File: src/shared/lss_consts.svh
`ifndef LSS_CONSTS_SVH
`define LSS_CONSTS_SVH

// Link build: two lanes, 16-byte core attach word
`define LSS_LANES 2
`define LSS_CORE_BYTES 16
`define LSS_CORE_W 128
`define LSS_BEAT_W 64
`define LSS_WORD_W 32
`define LSS_UNITS 4
`define LSS_FIFO_DEPTH 4
`define LSS_HCNT_W 4
`define LSS_SCNT_W 8

// Striping unit and core width multiple by lane count
`define LSS_UNIT_WIDE 4
`define LSS_UNIT_NARROW 1
`define LSS_LANES_WIDE_MAX 2
`define LSS_MULT_LOW 4
`define LSS_MULT_HIGH 8
`define LSS_LANES_FULL 16
`define LSS_LANES_MAX 256

// Scrambler: 23-bit LFSR, feedback taps X^23+X^21+X^16+X^8+X^5+X^2+1
`define LSS_SCR_W 23
`define LSS_SCR_TAPS 23'h50_8092
`define LSS_SEED_COUNT 8
`define LSS_SEED_0 23'h1D_BFBC
`define LSS_SEED_1 23'h06_07BB
`define LSS_SEED_2 23'h1E_C760
`define LSS_SEED_3 23'h18_C0DB
`define LSS_SEED_4 23'h01_0F12
`define LSS_SEED_5 23'h19_CFC9
`define LSS_SEED_6 23'h02_77CE
`define LSS_SEED_7 23'h1B_B807

// Training and control sequence words
`define LSS_DET_HDR_WORD 32'h0000_FFFF
`define LSS_DET_SET_WORD0 32'h3C3C_3C3C
`define LSS_ZERO_WORD 32'h0000_0000
`define LSS_CLKCOMP_WORD 32'h6666_6666

`endif

File: src/shared/lss_pkg.sv
`include "lss_consts.svh"
`default_nettype none
package lss_pkg;
  typedef logic [`LSS_CORE_W-1:0] lss_word_t;
  typedef logic [`LSS_BEAT_W-1:0] lss_beat_t;
  typedef logic [`LSS_SCR_W-1:0] lss_lfsr_t;
  typedef struct packed {
    lss_lfsr_t state;
    lss_beat_t data;
  } lss_scr_t;
  typedef enum logic [1:0] {LSS_LINK_DOWN, LSS_LINK_DETECT, LSS_LINK_TRAIN, LSS_LINK_UP} lss_link_t;
  typedef enum logic [2:0] {LSS_SEQ_NONE, LSS_SEQ_DET_HDR, LSS_SEQ_DET_SET, LSS_SEQ_CLKCOMP,
                            LSS_SEQ_DATA} lss_seq_t;
  typedef enum logic [2:0] {LSS_TX_OFF, LSS_TX_HDR, LSS_TX_SET, LSS_TX_UP, LSS_TX_CTRL} lss_tx_t;
endpackage
`default_nettype wire

File: src/verilog/lss_fifo.sv
`include "lss_consts.svh"
`default_nettype none
module lss_fifo
  import lss_pkg::*;
#(
  parameter int WIDTH = `LSS_CORE_W,
  parameter int DEPTH = `LSS_FIFO_DEPTH
) (
  input wire logic clock,
  input wire logic nrst,
  input wire logic in_valid,
  output logic in_ready,
  input wire logic [WIDTH-1:0] in_data,
  output logic out_valid,
  input wire logic out_ready,
  output logic [WIDTH-1:0] out_data
);
  localparam int AW = $clog2(DEPTH);
  localparam logic [AW:0] FULL = (AW+1)'(DEPTH);
  localparam logic [AW-1:0] LAST = AW'(DEPTH - 1);

  logic [WIDTH-1:0] mem [DEPTH];
  logic [AW-1:0] wr_ptr;
  logic [AW-1:0] rd_ptr;
  logic [AW:0] count;
  logic push;
  logic pop;

  function automatic logic [AW-1:0] lss_ptr_inc(input logic [AW-1:0] p);
    return (p == LAST) ? '0 : p + AW'(1);
  endfunction

  assign in_ready = count != FULL;
  assign out_valid = count != '0;
  assign out_data = mem[rd_ptr];
  assign push = in_valid && in_ready;
  assign pop = out_valid && out_ready;

  always_ff @(posedge clock) begin
    if (push) begin
      mem[wr_ptr] <= in_data;
    end
  end

  always_ff @(posedge clock or negedge nrst) begin
    if (!nrst) begin
      wr_ptr <= '0;
      rd_ptr <= '0;
      count <= '0;
    end else begin
      if (push) begin
        wr_ptr <= lss_ptr_inc(wr_ptr);
      end
      if (pop) begin
        rd_ptr <= lss_ptr_inc(rd_ptr);
      end
      if (push && !pop) begin
        count <= count + (AW+1)'(1);
      end else if (pop && !push) begin
        count <= count - (AW+1)'(1);
      end
    end
  end
endmodule
`default_nettype wire

File: src/verilog/lss_top.sv
// Summary of operation
// RULE1: Stripe every core data word across lanes before scrambling; receiver undoes striping.
// RULE2: Control sequences bypass striping and go identically on all lanes together.
// RULE3: One or two lanes stripe 4-byte units; four to 256 lanes stripe bytes.
// RULE4: Two lanes take successive 4-byte units alternately, lane 0 then lane 1.
// RULE5: Core word multiple is 4,8,4,8 bytes for 1,2,4,8 lanes, else lanes.
// RULE6: Core word width must be a whole multiple of that byte multiple.
// RULE7: Receiver consumes control sequences and never forwards them to the core.
// RULE8: During training only control sequences are sent, never core data.
// RULE9: With line coding, core data may stall to insert clock compensation.
// RULE10: Without line coding, operational state carries only core data.
// RULE11: Sequences are four 32-bit words; sequence type decides scrambling.
// RULE12: Detect header is four 0x0000FFFF words, sent unscrambled.
// RULE13: Detect set is scrambled, word 0 0x3C3C3C3C, words 1 to 3 zero.
// RULE14: Detect headers and sets are exchanged only in the signal-detect state.
// RULE15: Each lane receiver resets its scrambler on every received detect header.
// RULE16: Header repeat count is configurable; default one header then detect sets.
// RULE17: Scrambler is a 23-bit LFSR for X^23+X^21+X^16+X^8+X^5+X^2+1.
// RULE18: Unscrambled sequences bypass the scrambler, which holds without advancing.
// RULE19: Lane scrambler seed is chosen by lane number modulo 8.
// RULE20: Header recognised only when all four received words match exactly.
// RULE21: Lane count and width fixed at build; receive reassembles in transmit order.
`include "lss_consts.svh"
`default_nettype none
module lss_top
  import lss_pkg::*;
(
  input wire logic clock,
  input wire logic nrst,
  input wire lss_link_t link_state,
  input wire logic line_coding_en,
  input wire logic [`LSS_HCNT_W-1:0] detect_header_count,
  input wire logic [`LSS_SCNT_W-1:0] detect_set_count,
  input wire logic ctrl_insert_req,
  input wire logic [`LSS_WORD_W-1:0] ctrl_insert_arg,
  output logic ctrl_insert_ack,
  input wire logic core_tx_valid,
  output logic core_tx_ready,
  input wire logic [`LSS_CORE_W-1:0] core_tx_data,
  output logic [`LSS_BEAT_W-1:0] lane0_tx_data,
  output logic [`LSS_BEAT_W-1:0] lane1_tx_data,
  output logic lane_tx_ctrl,
  output logic lane_tx_valid,
  input wire logic lane_tx_ready,
  input wire logic [`LSS_BEAT_W-1:0] lane0_rx_data,
  input wire logic [`LSS_BEAT_W-1:0] lane1_rx_data,
  input wire logic lane_rx_ctrl,
  input wire logic lane_rx_valid,
  output logic [`LSS_CORE_W-1:0] core_rx_data,
  output logic core_rx_valid,
  output logic [`LSS_LANES-1:0] rx_detect_header,
  output logic [`LSS_LANES-1:0] rx_detect_set
);
  localparam lss_beat_t HDR_BEAT = {`LSS_DET_HDR_WORD, `LSS_DET_HDR_WORD};
  localparam lss_beat_t SET_BEAT0 = {`LSS_ZERO_WORD, `LSS_DET_SET_WORD0};
  localparam lss_beat_t ZERO_BEAT = {`LSS_ZERO_WORD, `LSS_ZERO_WORD};

  // Scramble a beat LSB first, one LFSR step per bit
  function automatic lss_scr_t lss_scr64(input lss_lfsr_t seed, input lss_beat_t din);
    lss_scr_t r;
    r.state = seed;
    r.data = '0;
    for (int b = 0; b < `LSS_BEAT_W; b++) begin
      r.data[b] = din[b] ^ r.state[`LSS_SCR_W-1]; // see RULE17
      r.state = {r.state[`LSS_SCR_W-2:0], ^(r.state & `LSS_SCR_TAPS)}; // see RULE17
    end
    return r;
  endfunction

  function automatic lss_lfsr_t lss_lane_seed(input int lane);
    case (lane % `LSS_SEED_COUNT) // see RULE19
      0: return `LSS_SEED_0;
      1: return `LSS_SEED_1;
      2: return `LSS_SEED_2;
      3: return `LSS_SEED_3;
      4: return `LSS_SEED_4;
      5: return `LSS_SEED_5;
      6: return `LSS_SEED_6;
      default: return `LSS_SEED_7;
    endcase
  endfunction

  function automatic int lss_stripe_unit(input int lanes);
    return (lanes <= `LSS_LANES_WIDE_MAX) ? `LSS_UNIT_WIDE : `LSS_UNIT_NARROW; // see RULE3
  endfunction

  function automatic int lss_base_mult(input int lanes);
    if (lanes >= `LSS_LANES_FULL) begin
      return lanes; // see RULE5
    end
    // Two and eight lanes need eight-byte words, one and four lanes four
    return (lanes == `LSS_LANES_WIDE_MAX || lanes == `LSS_MULT_HIGH) ?
      `LSS_MULT_HIGH : `LSS_MULT_LOW; // see RULE5
  endfunction

  // Unit u goes to lane u mod lanes, slot u div lanes
  function automatic lss_word_t lss_stripe(input lss_word_t w);
    lss_word_t r;
    r = '0;
    for (int u = 0; u < `LSS_UNITS; u++) begin
      r[(u % `LSS_LANES) * `LSS_BEAT_W + (u / `LSS_LANES) * `LSS_WORD_W +: `LSS_WORD_W] =
        w[u * `LSS_WORD_W +: `LSS_WORD_W]; // see RULE4
    end
    return r;
  endfunction

  function automatic lss_word_t lss_destripe(input lss_word_t s);
    lss_word_t r;
    r = '0;
    for (int u = 0; u < `LSS_UNITS; u++) begin
      r[u * `LSS_WORD_W +: `LSS_WORD_W] =
        s[(u % `LSS_LANES) * `LSS_BEAT_W + (u / `LSS_LANES) * `LSS_WORD_W +: `LSS_WORD_W]; // see RULE21
    end
    return r;
  endfunction

  function automatic logic lss_seq_scrambled(input lss_seq_t k);
    return (k == LSS_SEQ_DET_SET) || (k == LSS_SEQ_DATA); // see RULE11
  endfunction

  // Transmit path
  logic fifo_out_valid;
  logic fifo_pop;
  lss_word_t fifo_out_data;
  lss_word_t striped;
  lss_tx_t tx_state;
  lss_tx_t next_state;
  lss_seq_t tx_kind;
  lss_seq_t next_kind;
  logic tx_beat;
  logic next_beat;
  logic [`LSS_HCNT_W-1:0] hdr_cnt;
  logic [`LSS_HCNT_W-1:0] next_hdr_cnt;
  logic [`LSS_HCNT_W-1:0] hdr_limit;
  logic [`LSS_SCNT_W-1:0] set_cnt;
  logic [`LSS_SCNT_W-1:0] next_set_cnt;
  logic [`LSS_SCNT_W-1:0] set_limit;
  lss_lfsr_t tx_scr0;
  lss_lfsr_t tx_scr1;
  lss_beat_t raw0;
  lss_beat_t raw1;
  lss_scr_t sc0;
  lss_scr_t sc1;
  logic seed_load;
  logic ack_set;
  logic tx_adv;

  lss_fifo #(
    .WIDTH(`LSS_CORE_W),
    .DEPTH(`LSS_FIFO_DEPTH)
  ) u_tx_fifo (
    .clock(clock),
    .nrst(nrst),
    .in_valid(core_tx_valid),
    .in_ready(core_tx_ready),
    .in_data(core_tx_data),
    .out_valid(fifo_out_valid),
    .out_ready(fifo_pop),
    .out_data(fifo_out_data)
  );

  assign tx_adv = !lane_tx_valid || lane_tx_ready;
  assign striped = lss_stripe(fifo_out_data); // see RULE1
  // A zero count still sends one header
  assign hdr_limit = (detect_header_count == '0) ? `LSS_HCNT_W'(1) : detect_header_count; // see RULE16
  assign set_limit = (detect_set_count == '0) ? `LSS_SCNT_W'(1) : detect_set_count;

  always_comb begin
    next_state = tx_state;
    next_beat = tx_beat;
    next_hdr_cnt = hdr_cnt;
    next_set_cnt = set_cnt;
    next_kind = LSS_SEQ_NONE;
    raw0 = '0;
    raw1 = '0;
    fifo_pop = 1'b0;
    seed_load = 1'b0;
    ack_set = 1'b0;
    if (tx_adv) begin
      case (tx_state)
        LSS_TX_OFF: begin
          if (link_state == LSS_LINK_DETECT) begin
            next_state = LSS_TX_HDR;
            next_beat = 1'b0;
            next_hdr_cnt = '0;
            next_set_cnt = '0;
            seed_load = 1'b1;
          end else if (link_state == LSS_LINK_UP) begin
            next_state = LSS_TX_UP;
          end
        end
        LSS_TX_HDR: begin
          if (link_state != LSS_LINK_DETECT && !tx_beat) begin
            next_state = LSS_TX_OFF; // see RULE14
          end else begin
            next_kind = LSS_SEQ_DET_HDR;
            raw0 = HDR_BEAT; // see RULE12
            raw1 = HDR_BEAT; // see RULE2
            next_beat = !tx_beat;
            if (tx_beat) begin
              if (hdr_cnt + `LSS_HCNT_W'(1) >= hdr_limit) begin
                next_state = LSS_TX_SET; // see RULE16
                next_hdr_cnt = '0;
                seed_load = 1'b1;
              end else begin
                next_hdr_cnt = hdr_cnt + `LSS_HCNT_W'(1);
              end
            end
          end
        end
        LSS_TX_SET: begin
          if (link_state != LSS_LINK_DETECT && !tx_beat) begin
            next_state = LSS_TX_OFF; // see RULE14
          end else begin
            next_kind = LSS_SEQ_DET_SET;
            raw0 = tx_beat ? ZERO_BEAT : SET_BEAT0; // see RULE13
            raw1 = raw0;
            next_beat = !tx_beat;
            if (tx_beat) begin
              if (set_cnt + `LSS_SCNT_W'(1) >= set_limit) begin
                next_state = LSS_TX_HDR;
                next_set_cnt = '0;
              end else begin
                next_set_cnt = set_cnt + `LSS_SCNT_W'(1);
              end
            end
          end
        end
        LSS_TX_UP: begin
          if (link_state != LSS_LINK_UP) begin
            next_state = LSS_TX_OFF; // see RULE8
          end else if (ctrl_insert_req && line_coding_en) begin
            next_kind = LSS_SEQ_CLKCOMP; // see RULE9
            raw0 = {ctrl_insert_arg, `LSS_CLKCOMP_WORD};
            raw1 = raw0; // see RULE2
            next_state = LSS_TX_CTRL;
          end else if (fifo_out_valid) begin
            next_kind = LSS_SEQ_DATA; // see RULE10
            raw0 = striped[`LSS_BEAT_W-1:0];
            raw1 = striped[`LSS_CORE_W-1:`LSS_BEAT_W];
            fifo_pop = 1'b1;
          end
        end
        LSS_TX_CTRL: begin
          next_kind = LSS_SEQ_CLKCOMP;
          raw0 = {ctrl_insert_arg, `LSS_CLKCOMP_WORD};
          raw1 = raw0;
          next_state = LSS_TX_UP;
          ack_set = 1'b1;
        end
        default: begin
          next_state = LSS_TX_OFF;
        end
      endcase
    end
  end

  assign sc0 = lss_scr64(tx_scr0, raw0);
  assign sc1 = lss_scr64(tx_scr1, raw1);

  always_ff @(posedge clock or negedge nrst) begin
    if (!nrst) begin
      tx_state <= LSS_TX_OFF;
      tx_beat <= 1'b0;
      hdr_cnt <= '0;
      set_cnt <= '0;
      ctrl_insert_ack <= 1'b0;
    end else begin
      tx_state <= next_state;
      tx_beat <= next_beat;
      hdr_cnt <= next_hdr_cnt;
      set_cnt <= next_set_cnt;
      ctrl_insert_ack <= ack_set;
    end
  end

  always_ff @(posedge clock or negedge nrst) begin
    if (!nrst) begin
      tx_scr0 <= `LSS_SEED_0;
      tx_scr1 <= `LSS_SEED_1;
    end else if (seed_load) begin
      tx_scr0 <= lss_lane_seed(0); // see RULE19
      tx_scr1 <= lss_lane_seed(1);
    end else if (lss_seq_scrambled(next_kind)) begin
      tx_scr0 <= sc0.state;
      tx_scr1 <= sc1.state;
    end
  end

  always_ff @(posedge clock or negedge nrst) begin
    if (!nrst) begin
      lane0_tx_data <= '0;
      lane1_tx_data <= '0;
      lane_tx_ctrl <= 1'b0;
      lane_tx_valid <= 1'b0;
      tx_kind <= LSS_SEQ_NONE;
    end else if (tx_adv) begin
      // Unscrambled kinds bypass the LFSR output
      lane0_tx_data <= lss_seq_scrambled(next_kind) ? sc0.data : raw0; // see RULE18
      lane1_tx_data <= lss_seq_scrambled(next_kind) ? sc1.data : raw1;
      lane_tx_ctrl <= next_kind != LSS_SEQ_DATA;
      lane_tx_valid <= next_kind != LSS_SEQ_NONE;
      tx_kind <= next_kind;
    end
  end

  // Receive path
  lss_beat_t rx_in [`LSS_LANES];
  lss_lfsr_t rx_scr [`LSS_LANES];
  lss_scr_t rx_dsc [`LSS_LANES];
  logic [`LSS_LANES-1:0] rx_hdr_half;
  logic [`LSS_LANES-1:0] rx_phase;

  assign rx_in[0] = lane0_rx_data;
  assign rx_in[1] = lane1_rx_data;

  always_comb begin
    for (int i = 0; i < `LSS_LANES; i++) begin
      rx_dsc[i] = lss_scr64(rx_scr[i], rx_in[i]);
    end
  end

  always_ff @(posedge clock or negedge nrst) begin
    if (!nrst) begin
      rx_scr[0] <= `LSS_SEED_0;
      rx_scr[1] <= `LSS_SEED_1;
      rx_hdr_half <= '0;
      rx_phase <= '0;
      rx_detect_header <= '0;
      rx_detect_set <= '0;
    end else begin
      rx_detect_header <= '0;
      rx_detect_set <= '0;
      for (int i = 0; i < `LSS_LANES; i++) begin
        if (!lane_rx_valid) begin
          rx_hdr_half[i] <= rx_hdr_half[i];
        end else if (link_state == LSS_LINK_DETECT ||
                     (lane_rx_ctrl && rx_in[i] == HDR_BEAT)) begin
          // Headers still in flight after detect ends keep both scramblers in step
          if (rx_in[i] == HDR_BEAT) begin
            if (rx_hdr_half[i]) begin
              rx_scr[i] <= lss_lane_seed(i); // see RULE15
              rx_phase[i] <= 1'b0;
              rx_hdr_half[i] <= 1'b0;
              rx_detect_header[i] <= 1'b1; // see RULE20
            end else begin
              rx_hdr_half[i] <= 1'b1;
            end
          end else begin
            rx_hdr_half[i] <= 1'b0;
            rx_scr[i] <= rx_dsc[i].state;
            rx_phase[i] <= !rx_phase[i];
            if (!rx_phase[i] && rx_dsc[i].data == SET_BEAT0) begin
              rx_detect_set[i] <= 1'b1; // see RULE14
            end
          end
        end else if (link_state == LSS_LINK_UP) begin
          rx_hdr_half[i] <= 1'b0;
          if (!(lane_rx_ctrl && rx_in[i][`LSS_WORD_W-1:0] == `LSS_CLKCOMP_WORD)) begin
            rx_scr[i] <= rx_dsc[i].state; // see RULE18
          end
        end else begin
          rx_hdr_half[i] <= 1'b0;
        end
      end
    end
  end

  always_ff @(posedge clock or negedge nrst) begin
    if (!nrst) begin
      core_rx_valid <= 1'b0;
      core_rx_data <= '0;
    end else begin
      core_rx_valid <= lane_rx_valid && link_state == LSS_LINK_UP && !lane_rx_ctrl; // see RULE7
      if (lane_rx_valid && link_state == LSS_LINK_UP && !lane_rx_ctrl) begin
        core_rx_data <= lss_destripe({rx_dsc[1].data, rx_dsc[0].data}); // see RULE1
      end
    end
  end
endmodule
`default_nettype wire
File: config.mk
export PLATFORM = sky130hd
export DESIGN_NAME = lss_top
export DESIGN_NICKNAME = d
export VERILOG_FILES = /design/src/shared/lss_pkg.sv /design/src/verilog/lss_fifo.sv /design/src/verilog/lss_top.sv
export VERILOG_INCLUDE_DIRS = /design/src /design/src/shared
export SDC_FILE = /design/constraint.sdc
export NUM_CORES = 2
export LEC_CHECK = 0
export ABC_AREA = 1
export BUFFER_PORTS_ARGS = -buffer_cell sky130_fd_sc_hd__buf_2
export CAP_MARGIN = 20
export CORE_UTILIZATION = 60
export DETAILED_ROUTE_END_ITERATION = 6
export PLACE_DENSITY_LB_ADDON = 0.2
export SLEW_MARGIN = 20
export SYNTH_ARGS = -nofsm -noshare
export SYNTH_HDL_FRONTEND = slang
export SYNTH_SLANG_ARGS = --single-unit
File: constraint.sdc
create_clock -name clock -period 10.85 [get_ports clock]
set_clock_uncertainty 0.2 [all_clocks]
set_input_delay 2.17 -clock clock [delete_from_list [all_inputs] [get_ports clock]]
set_output_delay 2.17 -clock clock [all_outputs]
set_load 0.01 [all_outputs]
==> results.cfg <==
[run_status]
status = complete, no violations

[synth]
yosysWarnings = 0
ys_seq_elements = 895
synthArstFlopShare_pct = 42.8
yosys-top-cells-area = edfxtp_1 (27%), dfrtp_1 (15%), nand2_1 (10%)
syn_inst = 6611
syn_nets = 6942
synth.distinct_cells = 70
ys.flop_type = edfxtp_1
synth_top_area_share_pct = 27.1
syn_area_per_cell_sq_um = 8.58
yosysSeqAreaShare_pct = 44.1
yosys.area.top_type = edfxtp_1
synth_edf_count = 512
syn-cell-area_sq_mm = 0.0567

[finish]
layout.nets = 7401
layout_common_cells = nand2_1 (1,520), buf_2 (573), inv_1 (516)
final_common_cell = nand2_1
final_layout_size_suffix_gt1_share_pct = 22.4
area_growth_syn_to_layout_pct = 12.7
stdcell_area_sq_mm = 0.0639
fin_cells = 8435

[min_path]
hold_path.class = flip-flop to flip-flop

[clock_network]
insertion_delay_ns = 0.72
htreeDepth = 3
clock-sinks = 895
cts_hold_buf = 0
cts_tree = yes
clk_pin_slew_ns = 0.07
cts-root-buf = clkbuf_16
clk_path_buf_depth = 3
cts_buffers = 94

[place]
port_buffers = 574
gp_congestion = 1.00
dp.cells = 8220
placed_cell_area_sq_mm = 0.0605
place_ws_ns = 0.712
dp.final_hpwl_microns = 137000

[global_route]
grt_max_degree = 231
grt_first_pass_wirelength_microns = 274000
antenna_found_initial = 32
grtUsageTotal_pct = 38.0
grt_pass1_vias = 45780
grt-ovfl-total = 0

[setup_path]
cp_slowest_cell = dfstp_2
crit_path_frequent_cell = nand2_2
cp.required_ns = 11.27
cp.arrival_ns = 10.49
max_stage_delay_ns = 0.61
worstSetupPathType = flip-flop to flip-flop
worstPathMaxFanout = 7
cp-start-kind = flip-flop
critPathCaptureType = flip-flop

[routing]
detail-route-antenna-nets = 0
first_iter_violations = 5248
vias = 49051
drc = 0
drt-vias-per-instance = 5.82
wl_per_cell_microns = 22.0
firstDrtPassIters = 6
wl_microns = 185000

[die]
ios = 575
die_w_microns = 310
start_util_pct = 60.7
core_sq_mm = 0.0935
row_count = 112
die_h_microns = 310
die_area_sq_mm = 0.0958

[sta]
fin_crit_sh_pct = 92.7
tightest_slew_ns = 1.22
finalMaxSlewViolations = 0
relSlewSlack_pct = 18.8
fmaxAchievable_ghz = 0.0994
min_period_ns = 10.06
setup_viol = 0
hold_viol = 0
rsz0062_at_grt = no
setup_slack_ns = 0.789
final.setup.tns_ns = 0

[run]
max_cap_viol_count = 0
[cells by family after synthesis]
logic type      Yosys count  synth area share [%]
fa+ha+maj                21                 0.476
xor+xnor                806                  12.9
simple gates           3162                  28.0
flops                   895                  44.1
mux                       2                0.0375
compound gates          835                  8.16
buf+inv                 890                  6.24
[layout make-up]
class | instances | area (sq um)
Multi-Input combinational cell | 4826 | 28300
Fill cell | 7603 | 29500
Clock buffer | 127 | 2600
Tap cell | 1254 | 1570
Timing Repair Buffer | 619 | 3320
Antenna cell | 30 | 75.1
Inverter | 634 | 2400
Sequential cell | 895 | 25000
Clock inverter | 50 | 598
[worst max-delay path, delay by kind of cell, from the launching register on]
kind | cells | cell delay (ns)
compound gates | 1 | 0.11
xor+xnor | 2 | 0.74
buf+inv | 6 | 0.62
flops | 1 | 0.61
simple gates | 72 | 7.67
[cell usage after synthesis, types with 6 or more instances]
| cell | count |
|---|---|
| buf_4 | 20 |
| ha_1 | 20 |
| inv_1 | 519 |
| xnor2_1 | 271 |
| xor2_2 | 14 |
| clkbuf_1 | 191 |
| buf_6 | 10 |
| a2bb2oi_1 | 6 |
| nand3_1 | 510 |
| xnor2_2 | 6 |
| nand4_1 | 43 |
| xor2_1 | 507 |
| a22o_1 | 7 |
| nor3_1 | 18 |
| edfxtp_1 | 512 |
| nor4_1 | 46 |
| dfrtp_1 | 329 |
| nand2_2 | 332 |
| dfstp_2 | 54 |
| nand3b_1 | 58 |
| nand3_2 | 112 |
| inv_2 | 102 |
| or2_1 | 10 |
| clkinv_1 | 8 |
| o22ai_1 | 131 |
| buf_1 | 15 |
| nand2_4 | 162 |
| o21ai_0 | 434 |
| nor2_1 | 323 |
| a221o_1 | 29 |
| a22oi_1 | 8 |
| buf_2 | 16 |
| nand2_1 | 1521 |
| a21oi_1 | 193 |
[state kept, by name, summed over array words and instances (netlist names), 3 cells and up]
signal and flops:
core_rx_data 128, set_cnt 8, tx_scr1 23, u_tx_fifo.count 3, u_tx_fifo.mem 512, lane0_tx_data 64, tx_scr0 23, rx_scr 46
lane1_tx_data 64, hdr_cnt 4, tx_state 3
[stage by stage]
stage	hold WS, ns	util, %
5_1_grt	0.283	68.4
3_5_place_dp	0.253	64.7
6_report	0.266	68.4
4_1_cts	0.266	68.2
2_1_floorplan	0.258	-
3_3_place_gp	0.251	64.7
[routing by layer]
| layer | GRT usage [%] | vias to the layer above | wire length (microns) |
|---|---|---|---|
| li1 | - | 22726 | - |
| met1 | 49.3 | 23376 | 73000 |
| met2 | 58.6 | 2489 | 82300 |
| met3 | 7.85 | 454 | 17800 |
| met4 | 22.8 | 6 | 12100 |
| met5 | 0 | - | 39 |
[worst paths after layout]
path                                              start                            end  slack, ns  depth (start not counted)
hold / removal             core_rx_data[32]$_DFFE_PN0P_   core_rx_data[32]$_DFFE_PN0P_       0.27                          2
setup reg to reg                 tx_scr1[4]$_DFFE_PN1P_         tx_scr1[1]$_DFFE_PN1P_       0.79                         81
min in group asynchronous                          nrst   core_rx_data[82]$_DFFE_PN0P_       1.24                          1
hold reg to reg            core_rx_data[32]$_DFFE_PN0P_   core_rx_data[32]$_DFFE_PN0P_       0.27                          2
setup / recovery                 tx_scr1[4]$_DFFE_PN1P_         tx_scr1[1]$_DFFE_PN1P_       0.79                         81
max in group asynchronous                          nrst  lane0_tx_data[59]$_DFFE_PN0N_       7.12                          3
[what timing repair did]
| action | 4_1_cts | 5_1_grt |
|---|---|---|
| gates resized for setup | 0 | 13 |
| endpoints found under the hold margin | 0 | 0 |
| endpoints found under the setup margin | 0 | 7 |
| buffers inserted | 0 | 8 |
Power is not shown: default switching activity piles up to over one toggle a cycle in this logic, so the estimate is an artifact.
